$ cat src/hdl/swts_defs.svh
// constants for the single-wire temperature sensor slave
// assumes a 50 MHz ref_clk_in; times are in microseconds unless named otherwise
`ifndef SWTS_DEFS_SVH
`define SWTS_DEFS_SVH

`define SWTS_CLK_MHZ          50
`define SWTS_RESET_DET_US     120
`define SWTS_RESET_DET_CYC    (`SWTS_RESET_DET_US * `SWTS_CLK_MHZ)
`define SWTS_PRES_WAIT_US     30
`define SWTS_PRES_WAIT_CYC    (`SWTS_PRES_WAIT_US * `SWTS_CLK_MHZ)
`define SWTS_PRES_LOW_US      120
`define SWTS_PRES_LOW_CYC     (`SWTS_PRES_LOW_US * `SWTS_CLK_MHZ)
`define SWTS_SLOT_DLY_US      30
`define SWTS_SLOT_DLY_CYC     (`SWTS_SLOT_DLY_US * `SWTS_CLK_MHZ)
`define SWTS_CONV_MS          500
`define SWTS_CONV_CYC         (`SWTS_CONV_MS * 1000 * `SWTS_CLK_MHZ)
`define SWTS_COPY_MS          10
`define SWTS_COPY_CYC         (`SWTS_COPY_MS * 1000 * `SWTS_CLK_MHZ)

`define SWTS_ROM_READ         8'h33
`define SWTS_ROM_MATCH        8'h55
`define SWTS_ROM_SKIP         8'hcc
`define SWTS_FN_CONVERT       8'h44
`define SWTS_FN_READ_SP       8'hbe
`define SWTS_FN_WRITE_SP      8'h4e
`define SWTS_FN_COPY_SP       8'h48
`define SWTS_FN_RECALL        8'hb8

`define SWTS_SP_UPPER         4'h2
`define SWTS_SP_LOWER         4'h3
`define SWTS_SP_CRC           4'h8
`define SWTS_SP_LAST          4'h8
`define SWTS_TRIG_RESET       8'h00
`define SWTS_CRC_POLY_REV     8'h8c

`endif

$ cat src/hdl/swts_pkg.sv
// types shared by the single-wire temperature sensor slave
// assumes swts_defs.svh supplies the numeric constants
package swts_pkg;
	typedef enum logic [3:0] {
		SWTS_IDLE,
		SWTS_PRES_WAIT,
		SWTS_PRES_LOW,
		SWTS_ROM_CMD,
		SWTS_ROM_MATCH,
		SWTS_FN_CMD,
		SWTS_WRITE_SP,
		SWTS_READ_SP,
		SWTS_READ_ROM,
		SWTS_BUSY,
		SWTS_WAIT_RESET
	} swts_state_e;
endpackage

$ cat src/hdl/swts_buf2.sv
// two-entry valid/ready buffer for bytes moving toward the storage side
// assumes a single clock and a consumer that may stall at any time
module swts_buf2 #(
	parameter int WIDTH = 8
) (
	// clock and reset
	input  wire logic             ref_clk_in,
	input  wire logic             resetn_in,
	// filling side
	input  wire logic             in_valid_in,
	output logic                  in_ready_out,
	input  wire logic [WIDTH-1:0] in_data_in,
	// draining side
	output logic                  out_valid_out,
	input  wire logic             out_ready_in,
	output logic [WIDTH-1:0]      out_data_out
);
	logic [WIDTH-1:0] slot_mem [2];
	logic             wr_ptr;
	logic             rd_ptr;
	logic [1:0]       count;
	logic             push;
	logic             pop;

	assign push = in_valid_in && in_ready_out;
	assign pop  = out_valid_out && out_ready_in;

	// pointers and occupancy; full refuses new words rather than dropping them
	always_ff @(posedge ref_clk_in or negedge resetn_in) begin
		if (!resetn_in) begin
			wr_ptr <= 1'b0;
			rd_ptr <= 1'b0;
			count  <= 2'h0;
		end else begin
			if (push)
				wr_ptr <= ~wr_ptr;
			if (pop)
				rd_ptr <= ~rd_ptr;
			count <= count + {1'b0, push} - {1'b0, pop};
		end
	end

	// storage
	always_ff @(posedge ref_clk_in) begin
		if (push)
			slot_mem[wr_ptr] <= in_data_in;
	end

	assign in_ready_out  = (count != 2'h2);
	assign out_valid_out = (count != 2'h0);
	assign out_data_out  = slot_mem[rd_ptr];
endmodule

$ cat src/hdl/swts_slave.sv
// single-wire bus slave: reset/presence, bit slots, rom match and function commands
// assumes a synchronous, glitch-free line input and an external open-drain pad
`include "swts_defs.svh"
module swts_slave #(
	parameter logic [63:0] OWN_ROM      = 64'h0000_0000_0000_0128, // arbitrary value
	parameter int          CONV_CYC     = `SWTS_CONV_CYC,
	parameter int          COPY_CYC     = `SWTS_COPY_CYC,
	parameter int          SLOT_DLY_CYC = `SWTS_SLOT_DLY_CYC
) (
	// clock and reset
	input  wire logic        ref_clk_in,
	input  wire logic        resetn_in,
	// bus pin, open drain: oe low means the device pulls the line low
	input  wire logic        line_in,
	output logic             line_out,
	output logic             line_oe_n_out,
	// temperature front end
	input  wire logic [15:0] temp_value_in,
	input  wire logic [7:0]  count_remain_in,
	input  wire logic [7:0]  count_per_deg_in,
	output logic             conv_start_out,
	output logic             conv_busy_out,
	// nonvolatile trigger storage
	output logic             nv_write_out,
	output logic [15:0]      nv_data_out,
	input  wire logic [15:0] nv_data_in,
	input  wire logic        nv_ready_in,
	// status
	output logic             present_out
);
	localparam int RST_CYC  = `SWTS_RESET_DET_CYC;
	localparam int PW_CYC   = `SWTS_PRES_WAIT_CYC;
	localparam int PL_CYC   = `SWTS_PRES_LOW_CYC;
	localparam int CW       = 25;

	swts_pkg::swts_state_e state;
	logic          line_d;
	logic [CW-1:0] low_cnt;
	logic [CW-1:0] tmr;
	logic          in_slot;
	logic          drive_low;
	logic          fall;
	logic          slot_done;
	logic          bit_val;
	logic [7:0]    sh;
	logic [2:0]    bit_idx;
	logic [5:0]    rom_idx;
	logic [3:0]    byte_idx;
	logic [7:0]    upper_trig;
	logic [7:0]    lower_trig;
	logic [7:0]    crc;
	logic          copy_pend;
	logic          bw_valid;
	logic          bw_ready;
	logic [7:0]    bw_data;
	logic          bd_valid;
	logic [7:0]    bd_data;
	logic          bd_sel;
	logic [7:0]    tx_byte;
	logic          tx_bit;
	logic          nv_reload;
	logic          tmr_reset_seen;

	assign fall = line_d && !line_in;

	// line history and master low time; our own presence pull-down must not look like a reset
	always_ff @(posedge ref_clk_in or negedge resetn_in) begin
		if (!resetn_in) begin
			line_d  <= 1'b1;
			low_cnt <= '0;
		end else begin
			line_d  <= line_in;
			low_cnt <= (line_in || drive_low || !line_oe_n_out) ? '0 : low_cnt + CW'(1);
		end
	end

	// scratchpad byte to send, least significant bit first
	always_comb begin
		unique case (byte_idx)
			4'h0:    tx_byte = temp_value_in[7:0];
			4'h1:    tx_byte = temp_value_in[15:8];
			4'h2:    tx_byte = upper_trig;
			4'h3:    tx_byte = lower_trig;
			4'h6:    tx_byte = count_remain_in;
			4'h7:    tx_byte = count_per_deg_in;
			4'h8:    tx_byte = crc;
			default: tx_byte = 8'hff;
		endcase
		if (state == swts_pkg::SWTS_READ_ROM)
			tx_bit = OWN_ROM[rom_idx];
		else
			tx_bit = tx_byte[bit_idx];
	end

	// slot timer: started by the master's falling edge, ends after the internal delay
	always_ff @(posedge ref_clk_in or negedge resetn_in) begin
		if (!resetn_in) begin
			in_slot   <= 1'b0;
			slot_done <= 1'b0;
			bit_val   <= 1'b0;
		end else begin
			slot_done <= 1'b0;
			if (fall && !in_slot && state != swts_pkg::SWTS_PRES_LOW) begin
				in_slot <= 1'b1;
			end else if (in_slot && tmr == CW'(SLOT_DLY_CYC - 1)) begin
				in_slot   <= 1'b0;
				slot_done <= 1'b1;
				bit_val   <= line_in;
			end
		end
	end

	// main sequencer; a line low past the reset threshold returns it to idle and clears presence, busy and copy
	always_ff @(posedge ref_clk_in or negedge resetn_in) begin
		if (!resetn_in) begin
			state     <= swts_pkg::SWTS_IDLE;
			tmr       <= '0;
			sh        <= 8'h00;
			bit_idx   <= 3'h0;
			rom_idx   <= 6'h0;
			byte_idx  <= 4'h0;
			drive_low <= 1'b0;
			crc       <= 8'h00;
			copy_pend <= 1'b0;
			conv_start_out <= 1'b0;
			conv_busy_out  <= 1'b0;
			bw_valid  <= 1'b0;
			bw_data   <= 8'h00;
			present_out <= 1'b0;
		end else begin
			conv_start_out <= 1'b0;
			if (bw_valid && bw_ready)
				bw_valid <= 1'b0;
			if (fall && !in_slot)
				tmr <= '0;
			else
				tmr <= tmr + CW'(1);
			if (low_cnt >= CW'(RST_CYC)) begin
				state     <= swts_pkg::SWTS_IDLE;
				drive_low <= 1'b0;
				copy_pend <= 1'b0;
				conv_busy_out <= 1'b0;
				present_out <= 1'b0;
			end else begin
				unique case (state)
					swts_pkg::SWTS_IDLE: begin
						// the rise cycle itself still sits in the reset branch; start one edge later
						if (line_in && tmr_reset_seen) begin
							state <= swts_pkg::SWTS_PRES_WAIT;
							tmr   <= '0;
						end
					end
					swts_pkg::SWTS_PRES_WAIT: begin
						if (tmr == CW'(PW_CYC - 1)) begin
							state     <= swts_pkg::SWTS_PRES_LOW;
							drive_low <= 1'b1;
							tmr       <= '0;
						end
					end
					swts_pkg::SWTS_PRES_LOW: begin
						if (tmr == CW'(PL_CYC - 1)) begin
							drive_low   <= 1'b0;
							present_out <= 1'b1;
							state       <= swts_pkg::SWTS_ROM_CMD;
							bit_idx     <= 3'h0;
						end
					end
					swts_pkg::SWTS_ROM_CMD, swts_pkg::SWTS_FN_CMD,
					swts_pkg::SWTS_WRITE_SP: begin
						if (slot_done) begin
							sh      <= {bit_val, sh[7:1]};
							bit_idx <= bit_idx + 3'h1;
							if (bit_idx == 3'h7)
								byte_done({bit_val, sh[7:1]});
						end
					end
					swts_pkg::SWTS_ROM_MATCH: begin
						if (slot_done) begin
							rom_idx <= rom_idx + 6'h1;
							if (bit_val != OWN_ROM[rom_idx])
								state <= swts_pkg::SWTS_WAIT_RESET;
							else if (rom_idx == 6'h3f)
								state <= swts_pkg::SWTS_FN_CMD;
						end
					end
					swts_pkg::SWTS_READ_ROM: begin
						if (fall && !in_slot)
							drive_low <= !tx_bit;
						if (slot_done) begin
							drive_low <= 1'b0;
							rom_idx   <= rom_idx + 6'h1;
							if (rom_idx == 6'h3f)
								state <= swts_pkg::SWTS_FN_CMD;
						end
					end
					swts_pkg::SWTS_READ_SP: begin
						if (fall && !in_slot)
							drive_low <= !tx_bit;
						if (slot_done) begin
							drive_low <= 1'b0;
							bit_idx   <= bit_idx + 3'h1;
							if (byte_idx != `SWTS_SP_CRC)
								crc <= crc_step(crc, tx_bit);
							if (bit_idx == 3'h7) begin
								byte_idx <= byte_idx + 4'h1;
								if (byte_idx == `SWTS_SP_LAST)
									state <= swts_pkg::SWTS_WAIT_RESET;
							end
						end
					end
					swts_pkg::SWTS_BUSY: begin
						// internal work powered by the master's active pull-up
						if (tmr == CW'(copy_pend ? COPY_CYC - 1 : CONV_CYC - 1)) begin
							conv_busy_out <= 1'b0;
							copy_pend     <= 1'b0;
							state         <= swts_pkg::SWTS_WAIT_RESET;
						end
					end
					swts_pkg::SWTS_WAIT_RESET: begin
					end
					default: state <= swts_pkg::SWTS_IDLE;
				endcase
			end
		end
	end

	// a full reset-length low has been seen since the last presence
	always_ff @(posedge ref_clk_in or negedge resetn_in) begin
		if (!resetn_in)
			tmr_reset_seen <= 1'b0;
		else if (low_cnt >= CW'(RST_CYC))
			tmr_reset_seen <= 1'b1;
		else if (state == swts_pkg::SWTS_PRES_WAIT)
			tmr_reset_seen <= 1'b0;
	end

	// crc over one bit, reflected polynomial, lsb first
	function automatic logic [7:0] crc_step(input logic [7:0] c, input logic b);
		logic fb;
		fb = c[0] ^ b;
		return fb ? ((c >> 1) ^ `SWTS_CRC_POLY_REV) : (c >> 1);
	endfunction

	// decision after each whole received byte; a task keeps the sequencer readable
	task automatic byte_done(input logic [7:0] v);
		bit_idx <= 3'h0;
		rom_idx <= 6'h0;
		unique case (state)
			swts_pkg::SWTS_ROM_CMD: begin
				if (v == `SWTS_ROM_MATCH)
					state <= swts_pkg::SWTS_ROM_MATCH;
				else if (v == `SWTS_ROM_SKIP)
					state <= swts_pkg::SWTS_FN_CMD;
				else if (v == `SWTS_ROM_READ)
					state <= swts_pkg::SWTS_READ_ROM;
				else
					state <= swts_pkg::SWTS_WAIT_RESET;
			end
			swts_pkg::SWTS_FN_CMD: begin
				byte_idx <= 4'h0;
				crc      <= 8'h00;
				if (v == `SWTS_FN_CONVERT) begin
					conv_start_out <= 1'b1;
					conv_busy_out  <= 1'b1;
					tmr            <= '0;
					state          <= swts_pkg::SWTS_BUSY;
				end else if (v == `SWTS_FN_READ_SP) begin
					state <= swts_pkg::SWTS_READ_SP;
				end else if (v == `SWTS_FN_WRITE_SP) begin
					byte_idx <= `SWTS_SP_UPPER;
					state    <= swts_pkg::SWTS_WRITE_SP;
				end else if (v == `SWTS_FN_COPY_SP) begin
					copy_pend <= 1'b1;
					tmr       <= '0;
					state     <= swts_pkg::SWTS_BUSY;
				end else if (v == `SWTS_FN_RECALL) begin
					state <= swts_pkg::SWTS_WAIT_RESET;
				end else begin
					state <= swts_pkg::SWTS_WAIT_RESET;
				end
			end
			default: begin
				// scratchpad write: byte goes through the buffer untagged; its arrival order picks upper or lower
				bw_valid <= 1'b1;
				bw_data  <= v;
				byte_idx <= byte_idx + 4'h1;
				if (byte_idx == `SWTS_SP_LOWER)
					state <= swts_pkg::SWTS_WAIT_RESET;
			end
		endcase
	endtask

	swts_buf2 #(.WIDTH(8)) u_wbuf (
		.ref_clk_in    (ref_clk_in),
		.resetn_in     (resetn_in),
		.in_valid_in   (bw_valid),
		.in_ready_out  (bw_ready),
		.in_data_in    (bw_data),
		.out_valid_out (bd_valid),
		.out_ready_in  (1'b1),
		.out_data_out  (bd_data)
	);

	// trigger bytes land alternately in upper then lower; only these are writable
	assign nv_reload = (state == swts_pkg::SWTS_FN_CMD) && slot_done && bit_idx == 3'h7
		&& {bit_val, sh[7:1]} == `SWTS_FN_RECALL;
	always_ff @(posedge ref_clk_in or negedge resetn_in) begin
		if (!resetn_in) begin
			upper_trig <= `SWTS_TRIG_RESET;
			lower_trig <= `SWTS_TRIG_RESET;
			bd_sel     <= 1'b0;
		end else if (nv_reload && nv_ready_in) begin
			upper_trig <= nv_data_in[7:0];
			lower_trig <= nv_data_in[15:8];
		end else if (bd_valid) begin
			bd_sel <= ~bd_sel;
			if (!bd_sel)
				upper_trig <= bd_data;
			else
				lower_trig <= bd_data;
		end else if (state == swts_pkg::SWTS_FN_CMD) begin
			bd_sel <= 1'b0;
		end
	end

	// copy request to storage, one pulse at the start of the copy interval
	always_ff @(posedge ref_clk_in or negedge resetn_in) begin
		if (!resetn_in) begin
			nv_write_out <= 1'b0;
			nv_data_out  <= 16'h0000;
		end else begin
			nv_write_out <= copy_pend && state == swts_pkg::SWTS_BUSY && tmr == '0;
			nv_data_out  <= {lower_trig, upper_trig};
		end
	end

	// pad drive from a flop: output low and enable active while pulling down
	always_ff @(posedge ref_clk_in or negedge resetn_in) begin
		if (!resetn_in) begin
			line_out      <= 1'b1;
			line_oe_n_out <= 1'b1;
		end else begin
			line_out      <= 1'b0;
			line_oe_n_out <= !drive_low;
		end
	end
endmodule

$ cat config.mk
export PLATFORM = sky130hd
export DESIGN_NAME = swts_slave
export DESIGN_NICKNAME = d
export VERILOG_FILES = /design/src/hdl/swts_pkg.sv /design/src/hdl/swts_buf2.sv /design/src/hdl/swts_slave.sv
export VERILOG_INCLUDE_DIRS = /design/src /design/src/hdl
export SDC_FILE = /design/constraint.sdc
export NUM_CORES = 1
export LEC_CHECK = 0
export BUFFER_PORTS_ARGS = -buffer_cell sky130_fd_sc_hd__buf_2
export CORE_ASPECT_RATIO = 0.5
export CORE_UTILIZATION = 35
export DETAILED_ROUTE_END_ITERATION = 16
export GPL_TIMING_DRIVEN = 0
export SLEW_MARGIN = 30
export SYNTH_ARGS = -nofsm -noshare
export SYNTH_HDL_FRONTEND = slang
export SYNTH_SLANG_ARGS = --single-unit
$ cat constraint.sdc
create_clock -name ref_clk_in -period 4.56 [get_ports ref_clk_in]
set_input_delay 0.684 -clock ref_clk_in [delete_from_list [all_inputs] [get_ports ref_clk_in]]
set_output_delay 0.684 -clock ref_clk_in [all_outputs]
set_load 0.01 [all_outputs]
==> results by group <==
Synth
  • Seq/Total Area, Yosys: 0.502
  • Synthesized cell area: around 8000 µm²
  • Largest area contributor in the netlist: dfrtp_1
  • Synth area leaders: dfrtp_1 43%, edfxtp_1 6.0%, nor2_1 4.5%
  • Yosys top cell area share: 0.432
  • Flop and latch count out of synthesis: 157
  • Synth Instances: 829
  • Post-synthesis cell type count: 71
  • Main synth FF type: dfrtp_1
  • Yosys warning count: 0
  • Avg Synthesized Cell Area: just under 10 µm²
  • Ys async rst share: 0.898
  • Post-Syn Nets: 894
  • Post-synth EDFFs: 16

CTS
  • Bufs on Longest Clock Path: 2
  • Hold buffer count at cts: 0
  • Worst-path clk slew: approximately 0.070 ns
  • # Post-CTS Setup Buffers: 0
  • CTS resizes: 0
  • H-tree depth: 4
  • Num CTS Buffers: 17
  • CTS tree: done
  • TritonCTS Sinks: between 150 and 200
  • CTS root buffer: clkbuf_16
  • Insertion delay to the later sink of the worst-skew pair: about 0.43 ns

GRT
  • Gr usage total: 0.186
  • Met1 Use GR: 0.257
  • Vias in the first global route: about 6.5k
  • Pin count of the biggest net entering global routing: between 60 and 70
  • First-pass GRT wire length: around 34000 µm
  • Global-route met3 utilization: 0.0402
  • Global route overflow: 0
  • Initial antenna violation count: 0
  • GR Util met2: 0.288
  • GR peak layer: met2

Setup path
  • Most Frequent Cell on Critical Path: clkbuf_1
  • CP arrival: between 3 and 4 ns
  • Buf/Inv on CP: 3
  • CP endpoint kind: flip-flop
  • Worst path cell trace: inv_1, ha_1, clkbuf_1, clkbuf_1, nand2_1, a2111oi_0, a211oi_1, o221ai_1, o211ai_1, xnor2_1, a22o_1
  • Req. time, crit path: around 4.9 ns
  • CP Launch Type: flip-flop
  • Critical-path top delay cell: clkbuf_1
  • Crit-path max FO: 10
  • R2r worst-path depth: 11
  • Top delay family on crit path: compound AO/OA/AOI/OAI gates
  • Reg2Reg Setup Slack: roughly 1.3 ns
  • CP peak stage delay: approximately 0.48 ns
  • FF-to-FF End: crc[7]$_DFFE_PN0P_
  • Crit Path Category: reg -> reg
  • RR Startpoint: byte_idx[0]$_DFFE_PN0P_

Place
  • Post-DP HPWL: about 15000 µm
  • # port buffers: 73
  • Final Wtd Congestion: slightly above 0.9
  • Placed cell count: 1204

Finish
  • Nets: 988
  • # diodes: 0
  • Fill count: around 2.2k
  • Fin cells: 1236
  • Layout cells sized above 1: 0.155
  • Synthesis-to-finish area growth: 17.6%

Power
  • Leakage: around 0.0038 µW
  • Pwr dens: roughly 310 nW/µm²
  • Peak VDD IR: around 0.23 mV

Detailed routing
  • DR WL/cell: roughly 17 µm
  • DR DRC count: 0
  • Total number of vias: 6635
  • Final WL: 20600 µm
  • Pre-Repair DR Iteration Count: 6
  • Vias per inst: between 5 and 6
  • Final ANT Viol Nets: 0
  • DR iter-0 viols: 712

Timing
  • Period Utilization, post-route: 0.725
  • Achievable Freq: ~300 MHz
  • Worst-Margin Slew: 0.969 ns
  • Final hold vios: 0
  • Slew Limit Fails: 0
  • Final setup vio count: 0
  • Fin Setup TNS: 0 ns
  • Clk_skew: around 0.0097 ns
  • Slew headroom: 0.349
  • RSZ-0062 raised after global routing: no
  • Minimum clock period: between 3 and 4 ns

Die
  • Row count: 38
  • Io pins: 74
  • Starting Density: 0.363
  • Full die area: 23500 µm²
  • DIE HEIGHT: around 110 µm
  • Core ar.: 22000 µm²
  • Die width: 216 µm

Job
  • # Max-Cap Violations: 0

Outcome
  • Status: finished clean

Min path
  • HP Class: in -> async
==> cell usage in the layout (no fill, tap or decap), types with 6 or more instances in the layout <==
cell	netlist	layout
o21ai_0	54	54
clkbuf_1	32	32
mux2_2	17	17
edfxtp_1	16	16
inv_1	29	29
a211oi_1	6	6
nand3_1	31	31
and3_1	14	14
nand2_1	79	79
nor3_1	20	20
inv_8	0	6
nor3b_1	6	6
mux2i_1	12	12
ha_1	13	13
xor2_1	22	22
dfrtp_1	138	138
clkbuf_16	0	17
a22oi_1	13	13
xnor2_1	30	30
nor4_1	11	11
or3_1	6	6
and2_1	7	7
nand2b_1	7	7
nand4_1	14	14
buf_2	5	77
a21oi_1	49	49
nor2_1	96	96
a31oi_1	7	7
==> synth_stat cells (all sizes together) (16+ instances only) <==
master / number
dfrtp: 138
nor2: 96
nand2: 79
o21ai: 55
a21oi: 49
clkbuf: 33
nand3: 31
xnor2: 30
inv: 29
xor2: 22
nor3: 20
mux2: 17
edfxtp: 16
==> registers in the layout, indices dropped and copies added, names as in the netlist, 3 cells and up <==
signal / count
bw_data: 8
lower_trig: 8
low_cnt: 25
sh: 7
bit_idx: 3
crc: 8
u_wbuf.slot_mem: 16
nv_data_out: 16
byte_idx: 4
upper_trig: 8
tmr: 25
rom_idx: 6
state: 4
==> power breakdown <==
part           internal (µW)  total [µW]  switching (µW)
clock                    800        1460             662
sequential              1410        1410           0.175
combinational           26.1        68.1            42.0
total                   2240        2940             704
==> per-stage QoR <==
stage,utilization,hold WS [ns],setup WS [ns],power (µW),area (µm²)
floorplan,-,0.373,2.05,1450,8000
global placement,0.397,0.396,0.686,1500,8740
detailed placement,0.400,0.395,1.33,1510,8800
CTS,0.427,0.0578,1.32,2980,9410
global route,0.427,0.0664,0.982,3040,9410
finish,0.427,0.0711,1.25,2940,9410
==> layout make-up <==
type / count / area [µm²] / share of cell area
Buffer: 42 / 165 / 0.0176
Clock buffer: 18 / 439 / 0.0467
Clock inverter: 14 / 164 / 0.0174
Inverter: 29 / 109 / 0.0116
Multi-Input combinational cell: 601 / 3710 / 0.394
Sequential cell: 157 / 4010 / 0.427
Tap cell: 300 / 375 / 0.0399
Timing Repair Buffer: 75 / 430 / 0.0458
==> metal layers <==
layer  vias up  share of wire
li1       3150              -
met1      3274           0.49
met2       179           0.45
met3        32          0.046
met4         0          0.018
met5         -              0
==> worst register-to-register path: stages (launching register included) <==
cell	delay [ns]
dfrtp_1	0.44
inv_1	0.10
ha_1	0.14
clkbuf_1	0.37
clkbuf_1	0.48
nand2_1	0.15
a2111oi_0	0.46
a211oi_1	0.10
o221ai_1	0.24
o211ai_1	0.30
xnor2_1	0.20
a22o_1	0.22
==> logic make-up after synthesis <==
kind of cell	after synthesis	share of synthesized area
and+or+nand+nor	320	0.198
AOI/OAI and AO/OA	186	0.149
DFF	157	0.502
buffers and inverters	71	0.0343
xor gates and xnor gates	52	0.0570
muxes	29	0.0390
adders and majority gates	13	0.0203
other	1	0.000469
==> worst max-delay path by stage <==
| stage | start | end | slack (ns) | depth (start not counted) |
|---|---|---|---|---|
| after floorplan | byte_idx[0]$_DFFE_PN0P_ | crc[7]$_DFFE_PN0P_ | 2.05 | 11 |
| after global placement | resetn_in | low_cnt[10]$_DFF_PN0_ | 0.69 | 1 |
| after detailed placement | byte_idx[0]$_DFFE_PN0P_ | crc[7]$_DFFE_PN0P_ | 1.33 | 11 |
| after CTS | byte_idx[0]$_DFFE_PN0P_ | crc[7]$_DFFE_PN0P_ | 1.32 | 11 |
| after global routing | byte_idx[0]$_DFFE_PN0P_ | crc[3]$_DFFE_PN0P_ | 0.98 | 11 |
| final | byte_idx[0]$_DFFE_PN0P_ | crc[7]$_DFFE_PN0P_ | 1.25 | 11 |
Note: power is estimated with default switching activity, not from simulation.
